===== src/desc_defines.vh =====
// descriptor field positions, codes and constants
`ifndef DESC_DEFINES_VH
`define DESC_DEFINES_VH
`define DUR_LSB        0
`define DUR_MSB        14
`define DUR_UPD_BIT    15
`define TRIES0_LSB     16
`define RATE_W         5
`define RATE0_LSB      0
`define PROT_RATE_LSB  20
`define RX_MORE_BIT    12
`define RX_RATE_LSB    15
`define RX_SIG_LSB     20
`define RX_ANT_LSB     28
`define ST_DONE_BIT    0
`define ST_OK_BIT      1
`define ST_CRC_BIT     2
`define ST_DCRC_BIT    3
`define ST_PHY_BIT     4
`define ST_MIC_BIT     5
`define ST_KEYV_BIT    8
`define ST_KEYI_LSB    9
`define RATE_RSVD      4'h0
`define WORD_W         32
`endif


===== src/status_buffer.v =====
// two-entry valid/ready buffer for status write-back words
`timescale 1ns/1ps
`default_nettype none
module status_buffer #(
  parameter WIDTH = 64,
  parameter DEPTH = 2
) (
  // clock and reset
  input  wire             clk_sys,
  input  wire             sys_rst,
  // fill side
  input  wire             in_valid,
  output wire             in_ready,
  input  wire [WIDTH-1:0] in_data,
  // drain side
  output wire             out_valid,
  input  wire             out_ready,
  output reg  [WIDTH-1:0] out_data
);
  reg [WIDTH-1:0] mem [0:DEPTH-1];
  reg [1:0]       count;
  reg             wr_ptr;
  reg             rd_ptr;
  wire            push;
  wire            pop;
  assign in_ready  = (count != 2'd2);
  assign out_valid = (count != 2'd0);
  assign push      = in_valid && in_ready;
  assign pop       = out_valid && out_ready;
  always @(posedge clk_sys) begin
    if (sys_rst) begin
      count  <= 2'd0;
      wr_ptr <= 1'b0;
      rd_ptr <= 1'b0;
    end else begin
      if (push) begin
        wr_ptr <= ~wr_ptr;
      end
      if (pop) begin
        rd_ptr <= ~rd_ptr;
      end
      count <= count + {1'b0, push} - {1'b0, pop};
    end
  end
  always @(posedge clk_sys) begin
    if (push) begin
      mem[wr_ptr] <= in_data;
    end
  end
  // read data registered: show head word (next head when popping)
  always @(posedge clk_sys) begin
    if (sys_rst) begin
      out_data <= {WIDTH{1'b0}};
    end else if (pop && count == 2'd2) begin
      out_data <= mem[~rd_ptr];
    end else if (push && (count == 2'd0 || (pop && count == 2'd1))) begin
      out_data <= in_data;
    end
  end
endmodule
`default_nettype wire


===== src/wlan_dma_descriptor_fields.v =====
// descriptor field decode and receive status write-back
// What this block does
// - protect frame duration comes from word 4 bits 14:0 into RTS or CTS
// - bit 15 enables rewriting frame duration at current rate, not RTS/CTS
// - series 1..3 counts from word 4 nibbles, zero count skips series
// - only attempts putting the frame on air consume the try limit
// - series 0..3 rate codes from word 5 five-bit fields, low upward
// - OFDM codes 0b,0f,0a,0e,09,0d,08,0c decode 6..54 Mbps, doubled turbo
// - CCK codes 1b,1a,1e,19,1d,18,1c decode; all others reserved
// - RTS/CTS sent at rate code in word 5 bits 24:20
// - raise descriptor interrupt at frame end when request flag set
// - status word 4 low 12 bits give bytes stored per descriptor
// - bit 12 set when frame continues, clear on last descriptor
// - final descriptor reports received rate in bits 19:15 unless a PHY error failed it
// - final descriptor reports signal level in bits 27:20 on success
// - final descriptor reports receive antenna in top nibble always
// - done bit set only in final descriptor after all status updated
// - success bit 1; failures set bit 2 crc, bit 3 decrypt crc
// - PHY error sets bit 4, code bit0 in bit 8, bits 4:1 from bit 9
// - Michael error bit 5 only final, failed, TKIP, unfragmented, no decrypt error
// - on success bit 8 key hit, key index from bit 9
// - host loads list head and writes transmit enable after appending
`timescale 1ns/1ps
`default_nettype none
`include "desc_defines.vh"
module wlan_dma_descriptor_fields #(
  parameter LEN_W = 12
) (
  // clock and reset
  input  wire             clk_sys,
  input  wire             sys_rst,
  // transmit descriptor words 4 and 5
  input  wire [31:0]      tx_word4,
  input  wire [31:0]      tx_word5,
  input  wire             tx_load,
  input  wire             rts_protect_enable,
  input  wire             cts_protect_enable,
  input  wire             turbo_mode,
  // transmit attempt feedback from protocol control unit
  input  wire             attempt_done,
  input  wire             attempt_frame_on_air,
  // decoded transmit controls
  output reg  [14:0]      protect_frame_duration,
  output reg              protect_duration_valid,
  output reg  [4:0]       protect_frame_rate_code,
  output reg              duration_rewrite_enable,
  output reg  [1:0]       active_series,
  output reg  [4:0]       active_rate_code,
  output reg  [9:0]       active_rate_halfmbps,
  output reg              active_rate_cck,
  output reg              active_rate_reserved,
  output reg              tx_series_exhausted,
  // receive descriptor control
  input  wire             completion_irq_request,
  // receive events from receive_dma_unit path, one pulse per descriptor
  input  wire             rx_desc_end,
  input  wire             rx_frame_last,
  input  wire [LEN_W-1:0] received_byte_count,
  input  wire [4:0]       received_rate_code,
  input  wire [7:0]       received_signal_level,
  input  wire [3:0]       received_antenna_select,
  input  wire             reception_success_flag,
  input  wire             frame_check_error,
  input  wire             decrypt_check_error,
  input  wire             physical_layer_error,
  input  wire [4:0]       physical_error_code,
  input  wire             tkip_integrity_error,
  input  wire             frame_is_tkip,
  input  wire             frame_is_fragment,
  input  wire             key_lookup_hit,
  input  wire [6:0]       key_table_index,
  output wire             rx_ready,
  // status write-back toward host memory
  output wire             status_valid,
  input  wire             status_ready,
  output wire [31:0]      status_word4,
  output wire [31:0]      status_word5,
  output reg              desc_irq
);
  // turbo doubles OFDM rates only, not CCK; result in half-Mbps units
  function [9:0] rate_decode;
    input [4:0] code;
    input       turbo;
    reg   [9:0] r;
    begin
      case (code)
        5'h0b: r = 10'd12;
        5'h0f: r = 10'd18;
        5'h0a: r = 10'd24;
        5'h0e: r = 10'd36;
        5'h09: r = 10'd48;
        5'h0d: r = 10'd72;
        5'h08: r = 10'd96;
        5'h0c: r = 10'd108;
        5'h1b: r = 10'd2;
        5'h1a: r = 10'd4;
        5'h1e: r = 10'd4;
        5'h19: r = 10'd11;
        5'h1d: r = 10'd11;
        5'h18: r = 10'd22;
        5'h1c: r = 10'd22;
        default: r = 10'd0;
      endcase
      rate_decode = (turbo && code[4] == 1'b0) ? {r[8:0], 1'b0} : r;
    end
  endfunction

  reg [3:0]  tries [0:3];
  reg [4:0]  rates [0:3];
  reg [3:0]  used;
  reg [1:0]  next_series;
  reg        next_found;
  wire       active;
  integer    i;
  integer    j;
  wire       is_cck;
  wire [9:0] dec;

  assign dec    = rate_decode(active_rate_code, turbo_mode);
  assign is_cck = active_rate_code[4];

  // pick first series after current with nonzero count
  always @* begin
    next_series = active_series;
    next_found  = 1'b0;
    for (j = 3; j > 0; j = j - 1) begin
      if (j > active_series && tries[j] != 4'h0) begin
        next_series = j[1:0];
        next_found  = 1'b1;
      end
    end
  end

  // one-hot series walk: idle, running, or every series ran dry
  localparam [2:0] TX_IDLE  = 3'b001;
  localparam [2:0] TX_RUN   = 3'b010;
  localparam [2:0] TX_SPENT = 3'b100;
  reg  [2:0] tx_state;
  reg  [2:0] next_tx_state;
  wire       on_air;
  wire       series_spent;
  assign active       = (tx_state == TX_RUN);
  // an RTS without CTS never qualifies as an attempt
  assign on_air       = attempt_done && attempt_frame_on_air;
  // a zero series 0 count is a host fault; it then ends after one attempt
  assign series_spent = (used + 4'h1 >= tries[active_series]);

  always @* begin
    next_tx_state = tx_state;
    case (tx_state)
      TX_IDLE: begin
        if (tx_load) begin
          next_tx_state = TX_RUN;
        end
      end
      TX_RUN: begin
        // a fresh descriptor wins over a late attempt of the old one
        if (!tx_load && on_air && series_spent && !next_found) begin
          next_tx_state = TX_SPENT;
        end
      end
      TX_SPENT: begin
        if (tx_load) begin
          next_tx_state = TX_RUN;
        end
      end
      default: begin
        next_tx_state = TX_IDLE;
      end
    endcase
  end

  always @(posedge clk_sys) begin
    if (sys_rst) begin
      tx_state <= TX_IDLE;
    end else begin
      tx_state <= next_tx_state;
    end
  end

  always @(posedge clk_sys) begin
    if (sys_rst) begin
      protect_frame_duration  <= 15'h0000;
      protect_duration_valid  <= 1'b0;
      protect_frame_rate_code <= 5'h00;
      duration_rewrite_enable <= 1'b0;
      active_series           <= 2'h0;
      used                    <= 4'h0;
      tx_series_exhausted     <= 1'b0;
      for (i = 0; i < 4; i = i + 1) begin
        tries[i] <= 4'h0;
        rates[i] <= 5'h00;
      end
    end else if (tx_load) begin
      // load strobe carries the host's transmit-enable notice
      // word 5 bits 31:25 are reserved and never looked at
      protect_frame_duration  <= tx_word4[`DUR_MSB:`DUR_LSB];
      protect_duration_valid  <= rts_protect_enable | cts_protect_enable;
      duration_rewrite_enable <= tx_word4[`DUR_UPD_BIT];
      protect_frame_rate_code <= tx_word5[`PROT_RATE_LSB +: `RATE_W];
      for (i = 0; i < 4; i = i + 1) begin
        tries[i] <= tx_word4[`TRIES0_LSB + 4*i +: 4];
        rates[i] <= tx_word5[`RATE0_LSB + `RATE_W*i +: `RATE_W];
      end
      active_series       <= 2'h0;   // series 0 nonzero by host contract
      used                <= 4'h0;
      tx_series_exhausted <= 1'b0;
    end else if (active && on_air) begin
      // failed RTS never reaches here, so it costs no attempt
      if (series_spent) begin
        used <= 4'h0;
        if (next_found) begin
          active_series <= next_series;
        end else begin
          tx_series_exhausted <= 1'b1;
        end
      end else begin
        used <= used + 4'h1;
      end
    end
  end

  always @(posedge clk_sys) begin
    if (sys_rst) begin
      active_rate_code     <= 5'h00;
      active_rate_halfmbps <= 10'd0;
      active_rate_cck      <= 1'b0;
      active_rate_reserved <= 1'b0;
    end else begin
      active_rate_code     <= rates[active_series];
      active_rate_halfmbps <= dec;
      active_rate_cck      <= is_cck && dec != 10'd0;
      active_rate_reserved <= (dec == 10'd0);
    end
  end

  // receive status assembly
  reg  [31:0] w4;
  reg  [31:0] w5;
  wire        phy_fail;
  assign phy_fail = !reception_success_flag && physical_layer_error;

  always @* begin
    w4 = 32'h0000_0000;
    w5 = 32'h0000_0000;   // bits 7:6 stay zero
    w4[LEN_W-1:0]     = received_byte_count;
    w4[`RX_MORE_BIT]  = !rx_frame_last;
    if (rx_frame_last) begin
      if (!phy_fail) begin
        w4[`RX_RATE_LSB +: 5] = received_rate_code;
      end
      if (reception_success_flag) begin
        w4[`RX_SIG_LSB +: 8]  = received_signal_level;
        w5[`ST_KEYV_BIT]      = key_lookup_hit;
        w5[`ST_KEYI_LSB +: 7] = key_table_index;
      end else begin
        w5[`ST_CRC_BIT]  = frame_check_error;
        w5[`ST_DCRC_BIT] = decrypt_check_error;
        w5[`ST_MIC_BIT]  = tkip_integrity_error && frame_is_tkip &&
                           !frame_is_fragment && !decrypt_check_error;
        if (physical_layer_error) begin
          w5[`ST_PHY_BIT]       = 1'b1;
          w5[`ST_KEYV_BIT]      = physical_error_code[0];
          w5[`ST_KEYI_LSB +: 7] = {3'b000, physical_error_code[4:1]};
        end
      end
      w4[`RX_ANT_LSB +: 4] = received_antenna_select;
      w5[`ST_OK_BIT]       = reception_success_flag;
      // done travels in the same buffer entry as every other status bit
      w5[`ST_DONE_BIT]     = 1'b1;
    end
  end

  wire        buf_in_ready;
  wire [63:0] buf_out;
  assign rx_ready = buf_in_ready;

  status_buffer #(
    .WIDTH (64),
    .DEPTH (2)
  ) u_status_buffer (
    .clk_sys   (clk_sys),
    .sys_rst   (sys_rst),
    .in_valid  (rx_desc_end),
    .in_ready  (buf_in_ready),
    .in_data   ({w5, w4}),
    .out_valid (status_valid),
    .out_ready (status_ready),
    .out_data  (buf_out)
  );
  assign status_word4 = buf_out[31:0];
  assign status_word5 = buf_out[63:32];

  // interrupt only once the final status has left the buffer
  always @(posedge clk_sys) begin
    if (sys_rst) begin
      desc_irq <= 1'b0;
    end else begin
      desc_irq <= status_valid && status_ready && buf_out[32 + `ST_DONE_BIT] &&
                  completion_irq_request;
    end
  end
endmodule
`default_nettype wire


===== config.mk =====
export PLATFORM = sky130hd
export DESIGN_NAME = wlan_dma_descriptor_fields
export DESIGN_NICKNAME = d
export VERILOG_FILES = /design/src/status_buffer.v /design/src/wlan_dma_descriptor_fields.v
export VERILOG_INCLUDE_DIRS = /design/src
export SDC_FILE = /design/constraint.sdc
export NUM_CORES = 1
export LEC_CHECK = 0
export ABC_AREA = 1
export BUFFER_PORTS_ARGS = -buffer_cell sky130_fd_sc_hd__buf_2
export CAP_MARGIN = 20
export CORE_UTILIZATION = 57
export CTS_BUF_LIST = sky130_fd_sc_hd__clkbuf_8 sky130_fd_sc_hd__clkbuf_16
export DETAILED_ROUTE_END_ITERATION = 7
export MAX_ROUTING_LAYER = met4
export PLACE_DENSITY = 0.88
export SLEW_MARGIN = 5
export SYNTH_ARGS = -nofsm -noshare
export SYNTH_HDL_FRONTEND = slang
export SYNTH_SLANG_ARGS = --single-unit

===== constraint.sdc =====
create_clock -name clk_sys -period 7.6 [get_ports clk_sys]
set_clock_uncertainty 0.2 [all_clocks]
set_input_delay 0.38 -clock clk_sys [delete_from_list [all_inputs] [get_ports clk_sys]]
set_output_delay 0.38 -clock clk_sys [all_outputs]
set_load 0.02 [all_outputs]

-- Word level (Yosys, flattened, before mapping)
Memories as Yosys holds them, arrays and structs flattened. A register that Yosys moved wholly into a read port is not among the register bits.
Index checks and enable logic that the tools add are counted.
- bits of input ports: 125
- bits in writable memories: 124
- register bits: 113
- word-level logic and storage cells: 129
- memories: 4
- memory bits (read-only): 224
- memory list (memory ; words ; bits a word ; rd ports ; clocked after memory_dff ; wr ports ; line ; source):
    (name not given) ; 32 ; 7 ; 1 ; 0 ; 0 ; wlan_dma_descriptor_fields.v:86 ; case (code)
    u_status_buffer.mem ; 2 ; 44 ; 1 ; 0 ; 1 ; status_buffer.v:20 ; reg [WIDTH-1:0] mem [0:DEPTH-1];
    rates ; 4 ; 5 ; 1 ; 1 ; 4 ; wlan_dma_descriptor_fields.v:109 ; reg [4:0] rates [0:3];
    tries ; 4 ; 4 ; 4 ; 1 ; 4 ; wlan_dma_descriptor_fields.v:108 ; reg [3:0] tries [0:3];
- equality and inequality tests: 8
- muxes and demuxes: 39
- reduce and logical (&&, ||, !) cells: 42
- order comparisons: 4
- $add $sub $neg: 3
- bitwise logic cells: 13
- operator list (cell ; count):
    2-to-1 mux 64 bit ; 2
    2-to-1 mux 5 bit ; 6
    2-to-1 mux 4 bit ; 6
    2-to-1 mux 8 bit ; 3
    logical AND 1 bit ; 21
    2-to-1 mux 17 bit ; 1
    nonzero test 4 bit ; 3
    2-to-1 mux 1 bit ; 11
    logical NOT 10 bit ; 1
    2-to-1 mux 10 bit ; 1
    2-to-1 mux 2 bit ; 5
    nonzero test 10 bit ; 1
    OR 1 bit ; 9
    logical NOT 1 bit ; 6
    2-to-1 mux 3 bit ; 2
    2-to-1 mux 6 bit ; 1
    case mux 3 bit (2 select lines) ; 1
    adder 4 x 1 -> 4 bit (second input constant) ; 1
    >= comparator 4 bit ; 1
    > comparator 2 bit (first input constant) ; 2
    != test 2 x 1 -> 1 bit (second input constant) ; 2
    inverter 1 bit ; 4
    AND reduction 4 bit ; 1
    nonzero test 2 bit ; 2
    other kinds (15) ; 16

-- Depth between registers and ports, before layout
Gate-level depths: netlist (run 1).
An unclocked memory read counts as a cell.
- depth after elaboration: 10
- depth in mapped cells: 15
- mapped depth without buffers: 14

-- By module
Synthesis (run 1) repeated with hierarchy kept, for this count alone.
- cells, all modules: 1424
- area total of the unflattened synthesis: 12349.3 µm²
- by module, submodules not included (module ; cells an instance ; times used ; area each (µm²) ; sequential area each (µm²)):
    status_buffer ; 905 ; 1 ; 8274.2 ; 5205.0
    wlan_dma_descriptor_fields ; 519 ; 1 ; 4075.2 ; 2082.0

-- Least setup slack after synthesis (run 1)
Ideal clock, no wire load.
- path type: register -> register
- from: register u_status_buffer.count[0]
- to: memory u_status_buffer.mem[1][0] (netlist bit) (enable)
- required time: 6.953 ns
- setup time: 0.447 ns
- cell stages (with the launch flop): 5
- setup slack: 4.324 ns
- period minus slack after synthesis: 3.276 ns
- arrival time: 2.629 ns
- cells stage by stage: dfxtp_1 -> inv_1 -> nand2_1 -> nand2_1 -> nor2_1
- word-level cells in the longest chain between the ends: 4
- ends and longest elaborated chain (element ; line ; source):
    start: declaration ; status_buffer.v:21 ; reg [1:0] count;
    start signal: assignment ; status_buffer.v:42 ; count <= count + {1'b0, push} - {1'b0, pop};
    != test 2 bit ; status_buffer.v:26 ; assign in_ready = (count != 2'd2);
    via rx_ready ; wlan_dma_descriptor_fields.v:72 ; output wire rx_ready,
    logical AND 1 bit ; status_buffer.v:28 ; assign push = in_valid && in_ready;
    2-to-1 mux 1 bit ; status_buffer.v:46 ; if (push) begin
    2-to-1 mux 1 bit (implied by the code) ; status_buffer.v:47 ; mem[wr_ptr] <= in_data;
    end: declaration ; status_buffer.v:20 ;
The timed path passes the listed nets, and every way through them passes these cells.

==> results of run 1 <==
[kinds of logic (layout without fill, tap and decap cells)]
group,after synthesis,after routing
simple gates,476,476
flops,222,222
buf+inv,183,451
compound gates,128,128
fa+ha+maj,11,11
xor+xnor,3,3
other cells,1,24
[final timing paths]
path,start,end,slack [ns],depth (start not counted)
worst min-delay path,tx_word5[13],rates[2][3],0.02,3
worst max register to register,flop,used[0],5.19,10
worst max-delay path,flop,used[0],5.19,10
worst min register to register,tx_series_exhausted,tx_series_exhausted,0.24,2
[layer usage]
metal	global-route usage [%]	vias to the layer above	wire length, um
li1	-	3842	-
met1	33.2	3761	9320
met2	50.8	400	12500
met3	4.93	69	1820
met4	11.4	0	744
met5	-	-	0
[state kept, by name, indices dropped and copies added (netlist names), 3 cells and up, named ones only]
register,count
u_status_buffer.mem,88
u_status_buffer.out_data,44
rates,20
tries,16
protect_frame_duration,15
active_rate_halfmbps,8
active_rate_code,5
protect_frame_rate_code,5
used,4
tx_state,3
[critical path, cell delays in order (launching register included)]
cell                       delay, ns
sky130_fd_sc_hd__dfxtp_1        0.43
sky130_fd_sc_hd__inv_1          0.19
sky130_fd_sc_hd__o21ai_0        0.20
sky130_fd_sc_hd__nor2_1         0.08
sky130_fd_sc_hd__a21oi_1        0.14
sky130_fd_sc_hd__ha_1           0.27
sky130_fd_sc_hd__a21oi_1        0.15
sky130_fd_sc_hd__nand3_1        0.18
sky130_fd_sc_hd__nor2_1         0.27
sky130_fd_sc_hd__nor2_1         0.08
sky130_fd_sc_hd__a211oi_2       0.14
[power groups by stage]
| stage | logic (mW) | clock network (mW) | registers, mW |
|---|---|---|---|
| 3_5_place_dp | 0.591 | 0 | 1.51 |
| 4_1_cts | 0.626 | 1.06 | 1.48 |
| 5_1_grt | 0.697 | 1.11 | 1.50 |
| 6_report | 0.633 | 1.04 | 1.48 |
| 3_3_place_gp | 0.572 | 0 | 1.50 |
| 2_1_floorplan | 0.356 | 0 | 1.56 |
[metrics by stage]
step,instances,hold WS [ns]
final,1531,0.0215
after global routing,1530,0.0120
after CTS,1528,0.00119
after detailed placement,1407,0.227
after global placement,1407,0.224
after floorplan,1045,0.258
[cell type report]
| type | instances | area share [%] |
|---|---|---|
| Sequential cell | 222 | 47.3 |
| Antenna cell | 2 | 0.0417 |
| Multi-Input combinational cell | 640 | 25.0 |
| Tap cell | 216 | 2.25 |
| Clock inverter | 15 | 0.760 |
| Timing Repair Buffer | 293 | 15.8 |
| Clock buffer | 26 | 5.14 |
| Inverter | 117 | 3.68 |
[layout by cell type (no fill, tap or decap), drive strengths merged, types with 3 or more instances in the layout]
master and count:
conb 22, dfxtp 98, ha 11, a22o 5
a22oi 3, a21o 5, nor3 4, or2 3
a211oi 4, o21ai 24, a31oi 6, inv 122
clkinv 9, nand3 58, o211ai 22, o311ai 8
nand2 273, nor2 130, a21oi 50, edfxtp 124
nand4 5, buf 213, clkbuf 26, dlygate4sd3 80
==> parameters.txt, run 1 <==
Parameter                              Value

Timing
  Unrepaired setup endpoints after global routing ... no
  Count of endpoints failing setup in the final report ... 0
  Pins Over Slew Limit ... 0
  Least setup slack across all paths after layout ... 5.19 ns
  Max_slew headroom ... 54.4%
  Highest clock frequency the design can meet ... 415 MHz
  Ratio of final minimum period to clock period ... 31.7%
  Setup total negative slack ... 0 ns
  Final hold violations ... 0
  Final worst path period need ... 2.41 ns
  Worst Tran Pin Value ... 0.683 ns

Power and ir drop
  Static leakage ... 5.73 nW
  Clock share of power ... 33.0%
  Max VDD drop ... 0.248 mV
  Overall power ... 3.16 mW
  Portion of total power attributed to sequential cells ... 47.0%
  Power per cell area ... 263 nW/um^2
  Share of power burned in combinational logic ... 20.0%
  Switching share of power ... 29.3%
  Int Pwr ... 2.23 mW
  Switching power total ... 0.926 mW

Final layout
  Area of all placed cells without fillers ... 12000 um^2
  Final Net Count ... 1433
  Fraction of layout cells with a size suffix above 1 ... 20.3%
  Area growth, synth to finish ... 27.3%
  Number of inserted filler cells in the final layout ... 1067
  Core Util, Final ... 75.1%
  Combined flip-flop and latch cell area ... 5690 um^2
  Multi-input gate area in the final layout ... 3000 um^2

Synth
  Synth Area in Adders ... 1.46%
  Mean post-synth cell area ... 9.21 um^2
  Leading cell types by count after synthesis ... sky130_fd_sc_hd__nand2_1 (271), sky130_fd_sc_hd__nor2_1 (129), sky130_fd_sc_hd__edfxtp_1 (124), sky130_fd_sc_hd__inv_1 (110), sky130_fd_sc_hd__dfxtp_1 (98)
  Xor/xnor cell area share of the yosys netlist ... 0.279%
  Dominant combinational cell family by area after synthesis ... simple AND/OR/NAND/NOR gates
  Number of synthesized flops with an enable pin ... 124
  Instance count of the mapped netlist ... 1024
  Sequential fraction of the synthesis area ... 60.3%
  Post-synthesis cell area ... 9430 um^2
  Netlist cell types ... 44
  Cell type contributing the most total cell area after synthesis ... sky130_fd_sc_hd__edfxtp_1
  Compound-Gate Fraction of Synth Area ... 8.40%
  Cell types occupying the most area after synthesis ... sky130_fd_sc_hd__edfxtp_1 (39%), sky130_fd_sc_hd__dfxtp_1 (21%), sky130_fd_sc_hd__nand2_1 (11%), sky130_fd_sc_hd__nor2_1 (5.1%), sky130_fd_sc_hd__inv_1 (4.4%)
  Portion of synthesized cell area occupied by the leading cell type ... 39.5%
  Yosys Warn Count ... 0
  Multiplexer share of the synthesized area ... 0%
  Share of synthesized flip-flops with an asynchronous set or reset ... 0%
  Cell with the most instances after synthesis ... sky130_fd_sc_hd__nand2_1
  Share of synthesized cell area in and, or, nand and nor gates ... 20.7%
  Number of flip-flops and latches in the synthesized netlist ... 222
  Post-synth top flop ... sky130_fd_sc_hd__edfxtp_1

Clock network
  Clock slew at reported path FFs ... 0.06 ns
  Number of levels in the clock H-tree ... 1
  Cell at the root of the clock tree ... sky130_fd_sc_hd__clkbuf_16
  Clock Sinks ... 222
  TritonCTS clock tree ... built
  PostCTS Resize Cnt ... 0
  Hold Buf Count CTS ... 80
  Number of post-CTS setup repair buffers ... 0
  Inserted Clock Buffers ... 23
  Largest buffer count on any clock path ... 3
  Clock latency of the later-clocked register in the worst-skew pair ... 0.49 ns

Placed design
  Post-DP HPWL ... 13600 um
  Placer congestion estimate ... 0.798
  Setup WS pre-CTS ... 4.56 ns
  Total of buffers placed on input and output ports ... 204
  Dpl cell area ... 10500 um^2

Drt
  DR DRC count ... 0
  Routed wire length per instance ... 15.9 um
  Number of routed nets with antenna violations ... 0
  Vias per std cell ... 5.27
  Via count ... 8072
  Total iterations of the first detailed-routing run ... 5
  Iteration-0 DRC Markers ... 596
  Drt total wl ... 24300 um

Floorplan
  Std cell rows ... 46
  Die Wd ... 131 um
  Starting density of the core ... 58.9%
  Die outline height ... 131 um
  DIE AREA ... 17100 um^2
  IO Pins ... 234
  Core region area ... 16000 um^2

Worst setup path
  CP Data Required Time ... 7.81 ns
  Kind of critical path ... reg2reg
  Endpoint arrival time on the critical path ... 2.62 ns
  Nature of the critical path endpoint ... flop
  Worst setup SP type ... flop
  Max FO, Critical Path ... 11

Outcome
  Status ... completed

GRT
  Global-route usage over all layers ... 29.0%
  Number of global-route vias before repair ... 7739
  Initial antenna violation count ... 1
  First-pass GRT wire length ... 37300 um
  Largest net degree at the start of global routing ... 49
  Overall overflow remaining after global route ... 0

Flow run
  Max-Cap Viols ... 0

Hold path
  Class of the most critical hold timing path ... in2reg
(Power assumes the default switching activity.)
==> inputs of run 2 (changes only) <==
--- a/config.mk
+++ b/config.mk
@@ -9,11 +9,11 @@
 export ABC_AREA = 1
 export BUFFER_PORTS_ARGS = -buffer_cell sky130_fd_sc_hd__buf_2
 export CAP_MARGIN = 20
-export CORE_UTILIZATION = 57
+export CORE_UTILIZATION = 53
 export CTS_BUF_LIST = sky130_fd_sc_hd__clkbuf_8 sky130_fd_sc_hd__clkbuf_16
 export DETAILED_ROUTE_END_ITERATION = 7
 export MAX_ROUTING_LAYER = met4
-export PLACE_DENSITY = 0.88
+export PLACE_DENSITY = 0.82
 export SLEW_MARGIN = 5
 export SYNTH_ARGS = -nofsm -noshare
 export SYNTH_HDL_FRONTEND = slang
==> constraint.sdc (replaced) <==
create_clock -name clk_sys -period 2.3 [get_ports clk_sys]
set_clock_uncertainty 0.2 [all_clocks]
set_input_delay 0.115 -clock clk_sys [delete_from_list [all_inputs] [get_ports clk_sys]]
set_output_delay 0.115 -clock clk_sys [all_outputs]
set_load 0.02 [all_outputs]
==> run 2 against run 1 <==
  * Sequential power rose to 3.3 times the previous value
  * Core utilization is 1.7 points lower
  * Final cell count rose by 4.8%
  * Global-route usage decreased by 0.22 points
  * First-iteration DRC count fell by 3.9%
==> parameters.txt, run 2 (synthesized netlist as in run 1, its figures left out) <==
Parameter                              Value

Worst setup path
  Setup crit start ... rx_frame_last
  CP Data Required Time ... 2.48 ns (was 7.81 ns)
  Worst setup SP type ... input port (was flop)
  Endpoint arrival time on the critical path ... 2.40 ns (was 2.62 ns)
  Instance count on the critical path ... 8 (was 10)
  Library cell contributing the largest single delay on the critical path ... sky130_fd_sc_hd__dlygate4sd3_1 (was sky130_fd_sc_hd__dfxtp_1)
  Depth of the most critical reg-to-reg path ... 8 (was 10)
  Nature of the critical path endpoint ... flop (unchanged)
  Critical path destination ... u_status_buffer.out_data[42] (was used[0])
  Category of cells accounting for the largest share of critical-path delay ... buffers and inverters (was compound AO/OA/AOI/OAI gates)
  Dominant cell type by count on the critical path ... sky130_fd_sc_hd__dlygate4sd3_1 (was sky130_fd_sc_hd__nor2_1)
  Delay contributed by the slowest stage of the critical path ... 0.60 ns (was 0.43 ns)
  Kind of critical path ... in2reg (was reg2reg)
  Max FO, Critical Path ... 16 (was 11)
  FF-to-FF Start ... tx_state[2]
  Critical path, cell by cell ... dlygate4sd3_1 -> buf_2 -> nand2_1 -> inv_2 -> a22o_1 -> dlygate4sd3_1 -> a21oi_1 -> nor2_1 (was inv_1 -> o21ai_0 -> nor2_1 -> a21oi_1 -> ha_1 -> a21oi_1 -> nand3_1 -> nor2_1 -> nor2_1 -> a211oi_2)
  WP buf/inv ... 4 (was 1)
  Slack of the worst reg-to-reg path ... 0.14 ns (was 5.19 ns)

GRT
  Busiest layer in global routing ... met2 (unchanged)
  GR Util met1 ... 31.8% (was 33.2%)
  Routing usage on met2 ... 50.9% (was 50.8%)
  Number of global-route vias before repair ... 8296 (was 7739)
  Global-route usage over all layers ... 28.8% (was 29.0%)
  Met3 usage in global routing ... 4.98% (was 4.93%)
  First-pass GRT wire length ... 40100 um (was 37300 um)
  Largest net degree at the start of global routing ... 49 (unchanged)
  Initial antenna violation count ... 2 (was 1)
  Overall overflow remaining after global route ... 0 (unchanged)

Timing
  Final worst path period need ... 2.23 ns
  Count of endpoints failing setup in the final report ... 0 (unchanged)
  Unrepaired setup endpoints after global routing ... no (unchanged)
  Final hold violations ... 0 (unchanged)
  Pins Over Slew Limit ... 0 (unchanged)
  Least setup slack across all paths after layout ... 0.0728 ns (was 5.19 ns)
  Max_slew headroom ... 59.0% (was 54.4%)
  Worst Tran Pin Value ... 0.614 ns (was 0.683 ns)
  Highest clock frequency the design can meet ... 449 MHz
  Worst hold slack after final layout ... 0.0771 ns (was 0.0215 ns)
  Ratio of final minimum period to clock period ... 96.8%

Floorplan
  Die Wd ... 135 um (was 131 um)
  Core region area ... 17400 um^2 (was 16000 um^2)
  IO Pins ... 234 (unchanged)
  DIE AREA ... 18300 um^2 (was 17100 um^2)
  Die outline height ... 135 um (was 131 um)
  Std cell rows ... 48 (was 46)
  Starting density of the core ... 54.3% (was 58.9%)

Final layout
  Area growth, synth to finish ... 35.1% (was 27.3%)
  Leading cell types in the layout, fill and taps excluded ... sky130_fd_sc_hd__nand2_1 (271), sky130_fd_sc_hd__buf_2 (203), sky130_fd_sc_hd__dlygate4sd3_1 (138) (was sky130_fd_sc_hd__nand2_1 (271), sky130_fd_sc_hd__buf_2 (204), sky130_fd_sc_hd__nor2_1 (127))
  Largest registers ranked by flip-flop count ... u_status_buffer.mem (88), u_status_buffer.out_data (44), rates (20) (unchanged)
  Largest register FFs ... 88 (unchanged)
  Final Net Count ... 1497 (was 1433)
  Core Util, Final ... 73.4% (was 75.1%)
  Fraction of layout cells with a size suffix above 1 ... 20.0% (was 20.3%)
  Layout Cells excl Fill ... 1604 (was 1531)
  Most common cell after layout, fill and taps aside ... sky130_fd_sc_hd__nand2_1 (unchanged)
  Register bank with the most flops ... u_status_buffer.mem (unchanged)

Clock network
  TritonCTS clock tree ... built (unchanged)
  Inserted Clock Buffers ... 23 (unchanged)
  Clock latency of the later-clocked register in the worst-skew pair ... 0.49 ns (about the same)
  Number of levels in the clock H-tree ... 1 (unchanged)
  Clock slew at reported path FFs ... 0.06 ns (about the same)
  Clock Sinks ... 222 (unchanged)
  Largest buffer count on any clock path ... 3 (unchanged)
  Cell at the root of the clock tree ... sky130_fd_sc_hd__clkbuf_16 (unchanged)
  Number of post-CTS setup repair buffers ... 0 (unchanged)

Drt
  Routed wire length per instance ... 16.3 um (was 15.9 um)
  Total iterations of the first detailed-routing run ... 5 (unchanged)
  Drt total wl ... 26100 um (was 24300 um)
  Iteration-0 DRC Markers ... 573 (was 596)
  Number of routed nets with antenna violations ... 0 (unchanged)
  Vias per std cell ... 5.21 (was 5.27)
  Via count ... 8363 (was 8072)
  DR DRC count ... 0 (unchanged)

Flow run
  Max-Cap Viols ... 0 (unchanged)

Placed design
  Post-DP HPWL ... 13800 um (was 13600 um)
  Instance count after placement with tap cells included ... 1423 (was 1407)
  Total of buffers placed on input and output ports ... 204 (unchanged)
  Placer congestion estimate ... 0.850 (was 0.798)
  Setup WS pre-CTS ... 0.0932 ns (was 4.56 ns)

Power and ir drop
  Max VDD drop ... 0.606 mV (was 0.248 mV)
  Power per cell area ... 840 nW/um^2 (was 263 nW/um^2)
  Static leakage ... 5.99 nW (was 5.73 nW)

Hold path
  Class of the most critical hold timing path ... in2reg (unchanged)

Outcome
  Status ... completed (unchanged)
## run 2: cell types whose count changed in the layout (fill, tap and decap cells not counted), moves of 2 or more
cell / before / now
sky130_fd_sc_hd__clkbuf_8: 3 / 0
sky130_fd_sc_hd__dlygate4sd3_1: 80 / 138
sky130_fd_sc_hd__clkinv_1: 5 / 7
sky130_fd_sc_hd__inv_1: 116 / 114
sky130_fd_sc_hd__nor2_1: 127 / 125
sky130_fd_sc_hd__inv_2: 5 / 7
sky130_fd_sc_hd__buf_12: 0 / 7
## run 2: through the flow
stage          total power [mW]  setup TNS (ns)  instance area (um^2)
6_report                   10.7               0                 12700
5_1_grt                    11.1               0                 12700
4_1_cts                    10.7               0                 12700
3_5_place_dp               7.04               0                 10600
3_3_place_gp               6.96               0                 10600
2_1_floorplan              6.33          -21.76                  9520
## run 2: worst min path at each step
stage,depth (start not counted),start,slack (ns),endpoint
after detailed placement,1,received_byte_count[10],0.12,u_status_buffer.mem[1][10]
after CTS,5,tx_load,0.03,tx_state[1]
after global routing,5,tx_load,0.12,tx_state[1]
final,5,tx_load,0.08,tx_state[1]
after floorplan,0,received_byte_count[0],0.01,u_status_buffer.mem[0][0]
after global placement,1,received_byte_count[10],0.12,u_status_buffer.mem[1][10]
## run 2: worst min-delay path, delay by kind of cell
family	cells	cell delay [ns]
buffers and inverters	2	0.43
and+or+nand+nor	3	0.18
## run 2: what timing repair did
item / 4_1_cts / 5_1_grt
gates resized for setup: 0 / 8
hold buffers: 138 / 0
endpoints found under the setup margin: 0 / 10
hold endpoints to repair: 205 / 0
## run 2: power breakdown
group | internal, mW | total, mW | switching (mW)
Clock | 2.03 | 3.50 | 1.47
Combinational | 0.815 | 2.29 | 1.48
Sequential | 4.70 | 4.91 | 0.214
Total | 7.54 | 10.7 | 3.16
## run 2: cell type report
| class | instances | area [um^2] |
|---|---|---|
| Fill cell | 1122 | 4620 |
| Inverter | 117 | 442 |
| Antenna cell | 2 | 5.00 |
| Clock inverter | 18 | 128 |
| Tap cell | 225 | 282 |
| Sequential cell | 222 | 5690 |
| Timing Repair Buffer | 357 | 2610 |
| Multi-Input combinational cell | 640 | 3020 |
| Clock buffer | 23 | 576 |
## run 2: routing by layer
layer | vias to the layer above | wire length [um]
met5 | - | 0
met3 | 94 | 1860
li1 | 3981 | -
met1 | 3876 | 9900
met4 | 0 | 998
met2 | 412 | 13300
==> inputs of run 3 (changes only) <==
--- a/config.mk
+++ b/config.mk
@@ -14,6 +14,7 @@
 export DETAILED_ROUTE_END_ITERATION = 7
 export MAX_ROUTING_LAYER = met4
 export PLACE_DENSITY = 0.82
+export RECOVER_POWER = 100
 export SLEW_MARGIN = 5
 export SYNTH_ARGS = -nofsm -noshare
 export SYNTH_HDL_FRONTEND = slang
==> constraint.sdc (replaced) <==
create_clock -name clk_sys -period 2.3 [get_ports clk_sys]
set_clock_uncertainty 0.2 [all_clocks]
set_input_delay 0.115 -clock clk_sys [delete_from_list [all_inputs] [get_ports clk_sys]]
set_output_delay 0.115 -clock clk_sys [all_outputs]
set_load 0.1 [all_outputs]
==> run 3 against run 2 <==
  * Cell area increased by 1.3%
  * Core utilization increased by 0.99 points
  * Power grew 13%
  * Hold slack worse by 0.0067 ns
  * Flip-flop and latch count did not move
  * Highest routed layer unchanged
==> parameters.txt, run 3 (synthesized netlist as in run 1, its figures left out) <==
Parameter                              Value

Outcome
  Status ... completed (unchanged)

GRT
  Overall overflow remaining after global route ... 0 (unchanged)
  Initial antenna violation count ... 2 (unchanged)
  Largest net degree at the start of global routing ... 47 (was 49)
  Number of global-route vias before repair ... 8688 (was 8296)
  First-pass GRT wire length ... 42500 um (was 40100 um)
  Global-route usage over all layers ... 30.6% (was 28.8%)

Drt
  Iteration-0 DRC Markers ... 703 (was 573)
  Routed wire length per instance ... 17.0 um (was 16.3 um)
  Number of routed nets with antenna violations ... 0 (unchanged)
  Vias per std cell ... 5.34 (was 5.21)
  DR DRC count ... 0 (unchanged)
  Drt total wl ... 27800 um (was 26100 um)
  Via count ... 8730 (was 8363)
  Total iterations of the first detailed-routing run ... 6 (was 5)

Timing
  Max_slew headroom ... 17.6% (was 59.0%)
  Pins Over Slew Limit ... 0 (unchanged)
  Worst Tran Pin Value ... 1.24 ns (was 0.614 ns)
  Unrepaired setup endpoints after global routing ... no (unchanged)
  Final worst path period need ... 2.21 ns (was 2.23 ns)
  Highest clock frequency the design can meet ... 453 MHz (was 449 MHz)
  Count of endpoints failing setup in the final report ... 0 (unchanged)
  Final hold violations ... 0 (unchanged)
  Ratio of final minimum period to clock period ... 96.0% (was 96.8%)
  Setup total negative slack ... 0 ns (unchanged)

Worst setup path
  Kind of critical path ... in2reg (unchanged)
  FF-to-FF Start ... u_status_buffer.count[0] (was tx_state[2])
  Category of cells accounting for the largest share of critical-path delay ... buffers and inverters (unchanged)
  Library cell contributing the largest single delay on the critical path ... sky130_fd_sc_hd__dlygate4sd3_1 (unchanged)
  Critical path, cell by cell ... dlygate4sd3_1 -> clkbuf_1 -> nor2_1 -> nand2_1 -> inv_1 -> a22o_1 -> dlygate4sd3_1 -> a21oi_1 -> nor2_1 (was dlygate4sd3_1 -> buf_2 -> nand2_1 -> inv_2 -> a22o_1 -> dlygate4sd3_1 -> a21oi_1 -> nor2_1)
  Setup crit start ... reception_success_flag (was rx_frame_last)
  Delay contributed by the slowest stage of the critical path ... 0.61 ns (was 0.60 ns)
  Nature of the critical path endpoint ... flop (unchanged)
  WP buf/inv ... 4 (unchanged)
  Max FO, Critical Path ... 7 (was 16)
  Endpoint arrival time on the critical path ... 2.45 ns (was 2.40 ns)
  CP Data Required Time ... 2.54 ns (was 2.48 ns)
  Worst setup SP type ... input port (unchanged)

Floorplan
  DIE AREA ... 18300 um^2 (unchanged)
  Die outline height ... 135 um (unchanged)
  Core region area ... 17400 um^2 (unchanged)
  Die Wd ... 135 um (unchanged)
  Starting density of the core ... 54.3% (unchanged)
  Std cell rows ... 48 (unchanged)
  IO Pins ... 234 (unchanged)

Final layout
  Fraction of layout cells with a size suffix above 1 ... 15.6% (was 20.0%)
  Register bank with the most flops ... u_status_buffer.mem (unchanged)
  Largest register FFs ... 88 (unchanged)
  Most common cell after layout, fill and taps aside ... sky130_fd_sc_hd__nand2_1 (unchanged)
  Final Net Count ... 1527 (was 1497)
  Largest registers ranked by flip-flop count ... u_status_buffer.mem (88), u_status_buffer.out_data (44), rates (20) (unchanged)
  Leading cell types in the layout, fill and taps excluded ... sky130_fd_sc_hd__nand2_1 (270), sky130_fd_sc_hd__dlygate4sd3_1 (164), sky130_fd_sc_hd__nor2_1 (126) (was sky130_fd_sc_hd__nand2_1 (271), sky130_fd_sc_hd__buf_2 (203), sky130_fd_sc_hd__dlygate4sd3_1 (138))
  Area of all placed cells without fillers ... 12900 um^2 (was 12700 um^2)
  Area growth, synth to finish ... 36.9% (was 35.1%)

Placed design
  Post-DP HPWL ... 14500 um (was 13800 um)
  Dpl cell area ... 10700 um^2 (was 10600 um^2)
  Placer congestion estimate ... 0.857 (was 0.850)
  Total of buffers placed on input and output ports ... 204 (unchanged)

Hold path
  Worst min-delay path startpoint ... tx_load (unchanged)
  Class of the most critical hold timing path ... in2reg (unchanged)

Power and ir drop
  Overall power ... 12.1 mW (was 10.7 mW)
  Static leakage ... 5.91 nW (was 5.99 nW)
  Power per cell area ... 933 nW/um^2 (was 840 nW/um^2)
  Max VDD drop ... 0.772 mV (was 0.606 mV)

Flow run
  Max-Cap Viols ... 0 (unchanged)

Clock network
  Number of levels in the clock H-tree ... 1 (unchanged)
  TritonCTS clock tree ... built (unchanged)
  Number of post-CTS setup repair buffers ... 0 (unchanged)
  Cell at the root of the clock tree ... sky130_fd_sc_hd__clkbuf_16 (unchanged)
  Clock latency of the later-clocked register in the worst-skew pair ... 0.51 ns (was 0.49 ns)
  Clock slew at reported path FFs ... 0.06 ns (about the same)
  Clock Sinks ... 222 (unchanged)
  Largest buffer count on any clock path ... 3 (unchanged)
  Inserted Clock Buffers ... 23 (unchanged)
## run 3: cell count changes in the layout (fill, tap and decap cells not counted), sizes merged
cell and change:
inv +1, clkbuf +107, clkinv -2, buf -101, dlygate4sd3 +26
## run 3: final timing paths
kind | endpoint | slack [ns] | cells after the start
worst max-delay path | u_status_buffer.out_data[40] | 0.09 | 9
worst min-delay path | tx_state[1] | 0.07 | 5
worst max register to register | u_status_buffer.mem[0][10] | 0.15 | 5
worst min register to register | tx_series_exhausted | 0.25 | 2
## run 3: final cells by class
| cell class | instances | area [um^2] |
|---|---|---|
| inverter | 117 | 442 |
| multi-input combinational | 640 | 3000 |
| clock inverter | 17 | 128 |
| antenna | 2 | 5.00 |
| fill | 1094 | 4440 |
| sequential | 222 | 5690 |
| tap | 225 | 282 |
| timing repair buffer | 387 | 2760 |
| clock buffer | 25 | 603 |
## run 3: tightest hold or removal path: stages
cell,delay [ns]
sky130_fd_sc_hd__buf_2,0.28
sky130_fd_sc_hd__inv_1,0.15
sky130_fd_sc_hd__nand2_1,0.08
sky130_fd_sc_hd__nand2_1,0.06
sky130_fd_sc_hd__nor2_1,0.04
## run 3: where the power goes
| part | total, mW | internal [mW] | switching [mW] |
|---|---|---|---|
| Combinational | 3.53 | 0.789 | 2.74 |
| Clock | 3.60 | 2.10 | 1.50 |
| Sequential | 4.92 | 4.70 | 0.222 |
| Total | 12.1 | 7.59 | 4.46 |
## run 3: per-stage QoR
step	hold slack [ns]	worst slack [ns]	std cells	utilization, %
after global routing	0.0801	0.0372	1635	74.4
after CTS	0.0248	0.116	1633	75.1
after detailed placement	0.119	0.130	1427	61.4
after floorplan	0.0139	0.0388	1045	-
after global placement	0.116	0.171	1427	61.4
final	0.0705	0.0918	1635	74.4
## run 3: layer usage
metal | routed length [um] | track usage, %
met1 | 10300 | 33.3
met2 | 14200 | 53.0
met3 | 2090 | 6.10
met4 | 1210 | 15.2
met5 | 0 | -
## run 3: repair_timing
action / 4_1_cts / 5_1_grt
endpoints found under the hold margin: 217 / 0
hold buffers: 164 / 0
setup endpoints to repair: 0 / 9
resized for setup: 0 / 4
